<file path="config.mk">
export PLATFORM = sky130hd
export DESIGN_NAME = apss_sequencer
export DESIGN_NICKNAME = d
export VERILOG_FILES = /design/src/design/apss_sequencer.v /design/src/design/apss_tick_gen.v /design/src/design/apss_dwell_mem.v
export VERILOG_INCLUDE_DIRS = /design/src /design/src/inc
export SDC_FILE = /design/constraint.sdc
export NUM_CORES = 1
export LEC_CHECK = 0
export BUFFER_PORTS_ARGS = -buffer_cell sky130_fd_sc_hd__buf_2
export CORE_UTILIZATION = 58
export DETAILED_ROUTE_END_ITERATION = 16
export PLACE_DENSITY = 0.81
export SYNTH_ARGS = -nofsm -noshare
export SYNTH_HDL_FRONTEND = slang
export SYNTH_SLANG_ARGS = --single-unit
</file>
<file path="constraint.sdc">
create_clock -name clock -period 4.23 [get_ports clock]
set_input_delay 0.6345 -clock clock [delete_from_list [all_inputs] [get_ports clock]]
set_output_delay 0.6345 -clock clock [all_outputs]
set_load 0.1 [all_outputs]
</file>
<file path="src/inc/apss_regs.vh">
// Register offsets, field positions, reset values and timing counts of the preset scan sequencer.
`ifndef APSS_REGS_VH
`define APSS_REGS_VH

// Byte offsets on the APB register port.
`define APSS_CTRL_OFS        8'h00
`define APSS_MODE_OFS        8'h04
`define APSS_STATUS_OFS      8'h08
`define APSS_DWELL_BASE_OFS  8'h20
`define APSS_DWELL_LAST_OFS  8'h3c

// Control register fields.
`define APSS_CTRL_AUTO_BIT     0
`define APSS_CTRL_RESET_BIT    1
`define APSS_CTRL_HALT_BIT     2
`define APSS_CTRL_RAMP_BIT     3
`define APSS_CTRL_MANSEL_LSB   4
`define APSS_CTRL_MANSEL_MSB   6
`define APSS_CTRL_MANRAMP_LSB  8
`define APSS_CTRL_MANRAMP_MSB  10
`define APSS_CTRL_WIRING_LSB   12
`define APSS_CTRL_WIRING_MSB   14
`define APSS_CTRL_MASK         32'h0000777f
`define APSS_CTRL_RESET        32'h00000000

// Mode register field and its settings.
`define APSS_MODE_LSB          0
`define APSS_MODE_MSB          1
`define APSS_MODE_FOREVER      2'h0
`define APSS_MODE_PASS_HALT    2'h1
`define APSS_MODE_PASS_HOLD    2'h2
`define APSS_MODE_RESET        2'h0

// Status register fields.
`define APSS_STAT_PRESET_LSB   0
`define APSS_STAT_PRESET_MSB   3
`define APSS_STAT_RUN_BIT      4
`define APSS_STAT_DONE_BIT     5
`define APSS_STAT_HALT_BIT     6
`define APSS_STAT_FAULT_BIT    7

// Start/stop wiring settings that latch a stop command.
`define APSS_WIRING_TWO_THREE  3'h1
`define APSS_WIRING_THREE_SP   3'h2

// Dwell times in 0.1 s ticks: 20.0 s default, 3276.0 s ceiling.
`define APSS_DWELL_RESET       16'h00c8
`define APSS_DWELL_MAX         16'h7ff8

// Timing: the tick is 0.1 s, the clock period 5 ns.
`define APSS_TICK_TIME_NS      100000000
`define APSS_CLK_PERIOD_NS     5
`define APSS_TICK_CYCLES       25'h1312d00

`endif

</file>
<file path="src/design/apss_sequencer.v">
// Automatic preset scan sequencer with its APB register file.
`timescale 1ns/100ps
`include "apss_regs.vh"
module apss_sequencer #(
  parameter [24:0] TICK_CYCLES = `APSS_TICK_CYCLES
) (
  // Clock and reset
  input  wire        clock,
  input  wire        rstn,
  // APB slave
  input  wire        psel,
  input  wire        penable,
  input  wire        pwrite,
  input  wire [7:0]  paddr,
  input  wire [31:0] pwdata,
  output wire        pready,
  output reg  [31:0] prdata,
  output wire        pslverr,
  // Drive status pin
  input  wire        driveFault,
  // Drive outputs
  output reg  [3:0]  activePreset,
  output reg  [2:0]  rampSelect,
  output reg         stopRequest
);

  localparam [2:0] ST_IDLE = 3'b001;
  localparam [2:0] ST_RUN  = 3'b010;
  localparam [2:0] ST_DONE = 3'b100;

  // Software-visible state.
  reg  [31:0] ctrl;
  reg  [1:0]  scanMode;
  reg         modeChanged;

  // Bus state.
  reg         accessWait;
  wire        busAccess;
  wire        busDone;
  wire        busWrite;
  wire        hitCtrl;
  wire        hitMode;
  wire        hitStatus;
  wire        hitDwell;
  wire        hitAny;

  // Fault pin synchroniser.
  reg         faultMeta;
  reg         faultSync;

  // Sequencer state.
  reg  [2:0]  state;
  reg  [2:0]  presetIdx;
  reg  [15:0] elapsed;
  reg         settle;
  wire        tick;
  wire [15:0] dwellNow;
  wire [15:0] busDwell;
  wire [15:0] dwellWrite;
  wire        scanReset;
  wire        scanHalt;
  wire        dwellReached;
  wire        lastPreset;
  wire        wiringLatched;
  wire        tickRun;
  wire        tickClear;
  wire        autoSelect;
  wire [2:0]  manualIdx;
  wire [2:0]  selectedIdx;
  wire [1:0]  modeWrite;
  wire [2:0]  wiringMode;
  wire [2:0]  manualRamp;
  wire        inRun;
  wire        inDone;
  wire [31:0] statusWord;

  assign autoSelect = ctrl[`APSS_CTRL_AUTO_BIT];
  assign manualIdx  = ctrl[`APSS_CTRL_MANSEL_MSB:`APSS_CTRL_MANSEL_LSB];
  assign manualRamp = ctrl[`APSS_CTRL_MANRAMP_MSB:`APSS_CTRL_MANRAMP_LSB];
  assign wiringMode = ctrl[`APSS_CTRL_WIRING_MSB:`APSS_CTRL_WIRING_LSB];
  assign inRun      = (state == ST_RUN);
  assign inDone     = (state == ST_DONE);

  // Register decode.
  assign hitCtrl   = (paddr == `APSS_CTRL_OFS);
  assign hitMode   = (paddr == `APSS_MODE_OFS);
  assign hitStatus = (paddr == `APSS_STATUS_OFS);
  assign hitDwell  = (paddr >= `APSS_DWELL_BASE_OFS) && (paddr <= `APSS_DWELL_LAST_OFS) &&
                     (paddr[1:0] == 2'h0);
  assign hitAny    = hitCtrl | hitMode | hitStatus | hitDwell;

  // Every access takes one wait cycle so the registered dwell read is ready.
  assign busAccess = psel && penable;
  assign pready    = busAccess && accessWait;
  assign busDone   = pready;
  assign busWrite  = busDone && pwrite;
  assign pslverr   = busDone && !hitAny;

  always @(posedge clock) begin
    if (!rstn) begin
      accessWait <= 1'b0;
    end else if (busDone) begin
      accessWait <= 1'b0;
    end else if (busAccess) begin
      accessWait <= 1'b1;
    end
  end

  // Dwell writes above the ceiling are clamped rather than wrapping to a short time.
  assign dwellWrite = (pwdata[15:0] > `APSS_DWELL_MAX) ? `APSS_DWELL_MAX : pwdata[15:0];

  apss_dwell_mem uDwell (
    .clock     (clock),
    .rstn      (rstn),
    .writeEn   (busWrite && hitDwell),
    .writeAddr (paddr[4:2]),
    .writeData (dwellWrite),
    .busAddr   (paddr[4:2]),
    .busData   (busDwell),
    .seqAddr   (presetIdx),
    .seqData   (dwellNow)
  );

  // Control and mode registers.
  assign modeWrite = pwdata[`APSS_MODE_MSB:`APSS_MODE_LSB];

  always @(posedge clock) begin
    if (!rstn) begin
      ctrl        <= `APSS_CTRL_RESET;
      scanMode    <= `APSS_MODE_RESET;
      modeChanged <= 1'b0;
    end else begin
      modeChanged <= 1'b0;
      if (busWrite && hitCtrl) begin
        ctrl <= pwdata & `APSS_CTRL_MASK;
      end
      // A value of 3 is refused and the old mode stays.
      if (busWrite && hitMode && modeWrite <= `APSS_MODE_PASS_HOLD) begin
        scanMode <= modeWrite;
        if (modeWrite != scanMode) begin
          modeChanged <= 1'b1;
        end
      end
    end
  end

  // The fault level comes from the drive's protection logic on another timing path.
  always @(posedge clock) begin
    if (!rstn) begin
      faultMeta <= 1'b0;
      faultSync <= 1'b0;
    end else begin
      faultMeta <= driveFault;
      faultSync <= faultMeta;
    end
  end

  assign scanReset = !autoSelect || ctrl[`APSS_CTRL_RESET_BIT] || modeChanged;
  assign scanHalt  = faultSync || ctrl[`APSS_CTRL_HALT_BIT];

  // The timer runs only in the run state, as long as nothing resets or halts it.
  assign tickRun   = inRun && !scanHalt && !scanReset;
  assign tickClear = scanReset || !inRun || settle;

  apss_tick_gen #(
    .TICK_CYCLES (TICK_CYCLES)
  ) uTick (
    .clock (clock),
    .rstn  (rstn),
    .run   (tickRun),
    .clear (tickClear),
    .tick  (tick)
  );

  // The dwell store answers a cycle after the index moves, so settle masks that cycle.
  assign dwellReached  = !settle && (elapsed >= dwellNow);
  assign lastPreset    = (presetIdx == 3'h7);
  assign wiringLatched = (wiringMode == `APSS_WIRING_TWO_THREE) ||
                         (wiringMode == `APSS_WIRING_THREE_SP);

  always @(posedge clock) begin
    if (!rstn) begin
      state       <= ST_IDLE;
      presetIdx   <= 3'h0;
      elapsed     <= 16'h0000;
      settle      <= 1'b1;
      stopRequest <= 1'b0;
    end else begin
      stopRequest <= 1'b0;
      if (scanReset) begin
        state     <= ST_IDLE;
        presetIdx <= 3'h0;
        elapsed   <= 16'h0000;
        settle    <= 1'b1;
      end else if (scanHalt) begin
        state <= state;
      end else begin
        case (state)
          ST_IDLE: begin
            state  <= ST_RUN;
            settle <= 1'b1;
          end
          ST_RUN: begin
            if (settle) begin
              settle <= 1'b0;
            end else if (dwellReached) begin
              elapsed <= 16'h0000;
              if (!lastPreset) begin
                presetIdx <= presetIdx + 3'h1;
                settle    <= 1'b1;
              end else begin
                case (scanMode)
                  `APSS_MODE_FOREVER: begin
                    presetIdx <= 3'h0;
                    settle    <= 1'b1;
                  end
                  `APSS_MODE_PASS_HALT: begin
                    // Under two-wire wiring nothing latches the run, so no stop is sent.
                    state       <= ST_DONE;
                    stopRequest <= wiringLatched;
                  end
                  default: begin
                    state <= ST_DONE;
                  end
                endcase
              end
            end else if (tick) begin
              elapsed <= elapsed + 16'h0001;
            end
          end
          ST_DONE: begin
            state <= ST_DONE;
          end
          default: begin
            state     <= ST_IDLE;
            presetIdx <= 3'h0;
          end
        endcase
      end
    end
  end

  // Preset selection: the sequencer under autoselect, the manual bits otherwise.
  assign selectedIdx = autoSelect ? presetIdx : manualIdx;

  always @(posedge clock) begin
    if (!rstn) begin
      activePreset <= 4'h1;
      rampSelect   <= 3'h0;
    end else begin
      activePreset <= {1'b0, selectedIdx} + 4'h1;
      if (ctrl[`APSS_CTRL_RAMP_BIT]) begin
        rampSelect <= selectedIdx;
      end else begin
        rampSelect <= manualRamp;
      end
    end
  end

  // Status word as software sees it; the halted bit covers both the fault and the halt request.
  assign statusWord[31:8]                                         = 24'h000000;
  assign statusWord[`APSS_STAT_FAULT_BIT]                         = faultSync;
  assign statusWord[`APSS_STAT_HALT_BIT]                          = scanHalt;
  assign statusWord[`APSS_STAT_DONE_BIT]                          = inDone;
  assign statusWord[`APSS_STAT_RUN_BIT]                           = inRun;
  assign statusWord[`APSS_STAT_PRESET_MSB:`APSS_STAT_PRESET_LSB] = activePreset;

  // Read data is captured in the first access cycle and presented with pready.
  always @(posedge clock) begin
    if (!rstn) begin
      prdata <= 32'h00000000;
    end else if (busAccess && !accessWait && !pwrite) begin
      if (hitCtrl) begin
        prdata <= ctrl;
      end else if (hitMode) begin
        prdata <= {30'h00000000, scanMode};
      end else if (hitStatus) begin
        prdata <= statusWord;
      end else if (hitDwell) begin
        prdata <= {16'h0000, busDwell};
      end else begin
        prdata <= 32'h00000000;
      end
    end
  end

endmodule

</file>
<file path="src/design/apss_tick_gen.v">
// Tenth-of-a-second tick generator that can be cleared and frozen.
`timescale 1ns/100ps
module apss_tick_gen #(
  parameter [24:0] TICK_CYCLES = 25'h1312d00
) (
  // Clock and reset
  input  wire        clock,
  input  wire        rstn,
  // Control
  input  wire        run,
  input  wire        clear,
  // Tick out
  output reg         tick
);

  reg [24:0] count;

  always @(posedge clock) begin
    if (!rstn) begin
      count <= 25'h0000000;
      tick  <= 1'b0;
    end else if (clear) begin
      count <= 25'h0000000;
      tick  <= 1'b0;
    end else if (run) begin
      if (count >= TICK_CYCLES - 25'h0000001) begin
        count <= 25'h0000000;
        tick  <= 1'b1;
      end else begin
        count <= count + 25'h0000001;
        tick  <= 1'b0;
      end
    end else begin
      // Frozen: the partial tick is kept so a halt does not lose time already counted.
      tick <= 1'b0;
    end
  end

endmodule

</file>
<file path="src/design/apss_dwell_mem.v">
// Eight-entry dwell-time store with one write port and two registered read ports.
`timescale 1ns/100ps
`include "apss_regs.vh"
module apss_dwell_mem (
  // Clock and reset
  input  wire        clock,
  input  wire        rstn,
  // Write port
  input  wire        writeEn,
  input  wire [2:0]  writeAddr,
  input  wire [15:0] writeData,
  // Read port for the bus
  input  wire [2:0]  busAddr,
  output reg  [15:0] busData,
  // Read port for the sequencer
  input  wire [2:0]  seqAddr,
  output reg  [15:0] seqData
);

  reg [15:0] store [0:7];

  genvar i;
  generate
    for (i = 0; i < 8; i = i + 1) begin : gEntry
      always @(posedge clock) begin
        if (!rstn) begin
          store[i] <= `APSS_DWELL_RESET;
        end else if (writeEn && writeAddr == i) begin
          store[i] <= writeData;
        end
      end
    end
  endgenerate

  always @(posedge clock) begin
    if (!rstn) begin
      busData <= 16'h0000;
      seqData <= `APSS_DWELL_RESET;
    end else begin
      busData <= store[busAddr];
      seqData <= store[seqAddr];
    end
  end

endmodule

</file>
* Yosys cells after proc, flatten, opt, wreduce, memory -nomap -nowiden *
Memory sizes are Yosys's and may differ from the RTL's. A register that Yosys moved wholly into a read port is not among the register bits.
Cells that the tools add are included.

operators by class
  add/subtract/negate cells = 4
  $lt $le $gt $ge = 6
  equality and inequality tests = 22
  muxes and demuxes = 60
  bitwise logic cells = 20
  reductions and logical operators = 56

operators by type and width
  operator                                                                            number
  16-bit two-way mux                                                                  15
  1-bit two-way mux                                                                   31
  3-bit two-way mux                                                                   10
  25-bit by 1-bit adder with 25-bit output (second input constant)                    1
  25-bit >= comparator (second input constant)                                        1
  25-bit two-way mux                                                                  1
  1-bit logical AND                                                                   23
  3-bit == test (second input constant)                                               6
  16-bit by 1-bit adder with 16-bit output (second input constant)                    1
  16-bit >= comparator                                                                1
  16-bit by 15-bit greater-than comparator with 1-bit output (second input constant)  1
  3-bit by 2-bit == test with 1-bit output (second input constant)                    4
  1-bit OR                                                                            11
  1-bit logical NOT                                                                   10
  5-bit AND reduction                                                                 2
  3-bit by 1-bit == test with 1-bit output (second input constant)                    3
  1-bit NOT                                                                           9
  3-bit one-hot mux with 3 select lines                                               1
  8-bit by 3-bit == test with 1-bit output (second input constant)                    1
  8-bit by 4-bit == test with 1-bit output (second input constant)                    1
  8-bit by 6-bit >= comparator with 1-bit output (second input constant)              1
  8-bit by 6-bit less-or-equal comparator with 1-bit output (second input constant)   1
  8-bit logical NOT                                                                   1
  2-bit != test (second input constant)                                               4
  other kinds (17)                                                                    28

word-level totals
  flip-flop bits (word level) = 108
  bits in writable memories = 128
  input port bits = 46
  word-level logic and storage cells = 185
  memories = 1

memory list
  memory        words  width  read ports  clocked after memory_dff  wr ports  line                 text
  uDwell.store  8      16     2           2                         8         apss_dwell_mem.v:20  reg [15:0] store [0:7];

* Depth between registers and ports, before layout *
  depth in word-level cells = 9
  mapped depth = 10

* Hierarchy *
Synthesis repeated with hierarchy kept, for this count alone.

second synthesis, totals
  cell total of the unflattened synthesis = 1158
  area total of the unflattened synthesis = 12792.3 um^2

by module, submodules not included
  module          times used  cells each  area an instance (um^2)
  apss_dwell_mem  1           538         7662.3
  apss_sequencer  1           458         3808.7
  apss_tick_gen   1           162         1321.3

* Least setup slack after synthesis *
No wires, ideal clock.

  kind = in2out
  from = input port paddr[2]
  to = output port pslverr
  arrival = 3.588 ns
  data required time = 3.595 ns
  setup slack = 0.007 ns
  cell stages on the path = 4
  cells stage by stage = clkbuf_1 -> clkbuf_1 -> nand2_1 -> a211oi_1

on the way
  longest elaborated chain between the ends = 6
  elaborated cells between the ends (all ways) = 12

RTL lines
  element                                                                                 line                                      text
  start: declaration                                                                      apss_sequencer.v:14                       input wire [7:0] paddr,
  8-bit by 6-bit >= comparator with 1-bit output (no line), or another cell as far along  --
  1-bit logical AND / 1-bit OR (equally long branches) (2 in a row)                       apss_sequencer.v:88, apss_sequencer.v:90
  1-bit OR *                                                                              apss_sequencer.v:90                       assign hitAny = hitCtrl | hitMode | hitStatus | hitDwell;
  1-bit logical NOT *                                                                     apss_sequencer.v:97                       assign pslverr = busDone && !hitAny;
  1-bit logical AND *                                                                     apss_sequencer.v:97
  end: declaration                                                                        apss_sequencer.v:18                       output wire pslverr,

Mark *: on every way between the ends. The rest lies on a longest branch, timed or not.

* Worst setup path in the final report *
Same ends and word-level chain as after synthesis.

==> results.cfg <==
[place]
dp_hpwl_um = 19900
port-buffer-count = 55
place_congestion = 0.859

[logic_synthesis]
ys_top_cells_by_count = nor2_1, edfxtp_1, dfxtp_1
synth_top_cell_by_area = edfxtp_1
synth_edf_count = 128
ys_async_sr_fraction_pct = 0
ys_seq_area_share_pct = 52.1
yosys_warnings = 0
netlist_area_um2 = 12200
ys_types = 58
synthFlopType = edfxtp_1
syn_area_per_cell_um2 = 11.0
synthTopCellsByArea = edfxtp_1, dfxtp_1, mux4_2
yosysMostFrequentCell = nor2_1
ys_seq_elements = 252
synthCells = 1107
yosysTopAreaCellShare_pct = 31.6

[clocking]
cts_resized = 0
clock_latency_ns = 0.54
tritoncts = done
cts_sinks = 252
clk_pin_slew_worst_paths_ns = 0.06
ctsHoldBuffers = 0
htreeDepth = 1
clk_path_buf_depth = 3
cts_root_buf = clkbuf_16
cts_made_buffers = 26
cts_setup_buffers = 0

[power]
p_int_mw = 4.04
p_sw_share_pct = 23.7
pwr-share-clk_pct = 42.9
p_sw_mw = 1.25
power_leakage_nw = 4.71
ir_worst_vdd_uv = 231
powerDensity_nw_per_um2 = 394
combPwrFrac_pct = 7.0
pwr-share-seq_pct = 50.1

[sta]
holdWs_ns = 0.321
rsz0062_at_grt = no
setup_viol = 0
max_freq_ghz = 0.343
final_hold_viol_count = 0
worst_pin_slew_ns = 1.02
post-route-min-period_ns = 2.91
fin_tns_setup_ns = 0
skew_ns = 0.0171
slew_headroom_pct = 31.7
slew_viol_final = 0
finalCritPeriodShare_pct = 68.9

[critical_path]
path_common_cell = buf_2
crit_type = input pin to output port
crit_path_start_kind = input pin
critPathCaptureType = output port
crit_family = buffers and inverters
cp_cell_sequence = buf_2 > nand2_1 > a211oi_1 > buf_2
worst_ep_required_time_ns = 3.60
cpPeakStageDelay_ns = 0.55
cp_num_buf_inv = 2
slowest_stage = buf_2
arrival_ns = 2.28
crit_fanout = 24

[cells_and_area]
drive_above_1_share_pct = 17.0
area_growth_pct = 10.7
antennaDiodeCount = 0
fin_nets = 1215

[run_status]
outcome = finished clean

[global_route]
grt.overflow.total = 0
grt_usage_pct = 26.0
grt_pass1_vias = 8474
antenna_found_initial = 0
grt_pass1_wl_um = 44200
grt_max_degree = 63

[routing]
drt-vias-per-instance = 6.06
first_pass_iters = 5
wl_um = 27400
antenna_left = 0
drc_errors = 0
wl_per_cell_um = 19.1
vias = 8712
drtIter0Drc = 884

[floorplan]
dieArea_um2 = 21500
ioPinCount = 88
die_w_um = 147
coreArea_um2 = 20400
initial_core_util_pct = 59.7
rows = 52
die_h_um = 147

[run]
maxCapViolCount = 0

[worst_hold_path]
hold_path_class = input pin to flip-flop
metal layers:
metal  GRT usage (%)  routed length [um]
met1            32.3               10500
met2            46.0               14100
met3            3.26                1740
met4            10.4                1050
met5               0                   0
per-stage QoR:
step                worst slack [ns]  instances  cell area [um2]  power (mW)  util [%]
floorplan                    0.00714       1130            12200        2.98         -
global placement                1.14       1390            12600        3.06      61.9
CTS                             1.29       1437            13500        5.31      66.1
global route                    1.09       1437            13500        5.43      66.1
finish                          1.32       1437            13500        5.30      66.1
detailed placement              1.14       1390            12600        3.07      61.9
power groups by stage:
stage / Sequential [mW] / Combinational [mW] / Clock (mW)
after global routing: 2.65 / 0.394 / 2.39
after CTS: 2.65 / 0.370 / 2.29
after global placement: 2.70 / 0.362 / 0
after detailed placement: 2.70 / 0.369 / 0
after floorplan: 2.73 / 0.249 / 0
final: 2.65 / 0.372 / 2.27
sequential cells by signal, indices dropped and copies added, names as in the netlist, 2 cells and up:
name / flops
activePreset: 4
ctrl: 13
elapsed: 16
prdata: 16
presetIdx: 3
rampSelect: 3
scanMode: 2
state: 3
uDwell.busData: 16
uDwell.seqData: 16
uDwell.store: 128
uTick.count: 25
cell families after synthesis:
family / Yosys count / synth area share, %
AOI/OAI and AO/OA: 126 / 6.54
and+or+nand+nor: 456 / 17.5
muxes: 105 / 15.2
other: 1 / 0.0309
adders and majority gates: 21 / 2.16
buffers and inverters: 117 / 4.39
DFF: 252 / 52.1
xor gates and xnor gates: 29 / 2.09
area by class of cell:
class,count,area (um2)
Tap cell,270,338
Inverter,34,128
Fill cell,1494,6910
Multi-Input combinational cell,761,5400
Timing Repair Buffer,73,410
Clock inverter,18,193
Sequential cell,252,6330
Clock buffer,29,662
final timing paths:
check	start	end	slack (ns)	depth (start not counted)
max	paddr[2]	pslverr	1.32	4
min	driveFault	faultMeta	0.32	2
max reg2reg	elapsed[0]	elapsed[9]	1.39	8
min reg2reg	faultMeta	faultSync	0.43	1
layout by cell type (no fill, tap or decap), types with 9 or more instances in the layout:
master	instances
edfxtp_1	128
and2_1	13
nand4_1	18
inv_1	33
a21oi_1	54
dfxtp_1	123
or4_1	11
conb_1	24
nand2_1	99
o21ai_0	19
nor3_1	35
ha_1	21
nand3_1	21
or3_1	18
clkbuf_16	26
xnor2_1	17
o31ai_1	9
buf_2	55
mux4_2	64
mux2i_1	40
xor2_1	12
buf_4	18
nor2_1	205
Power figures use the tool's default switching activity.
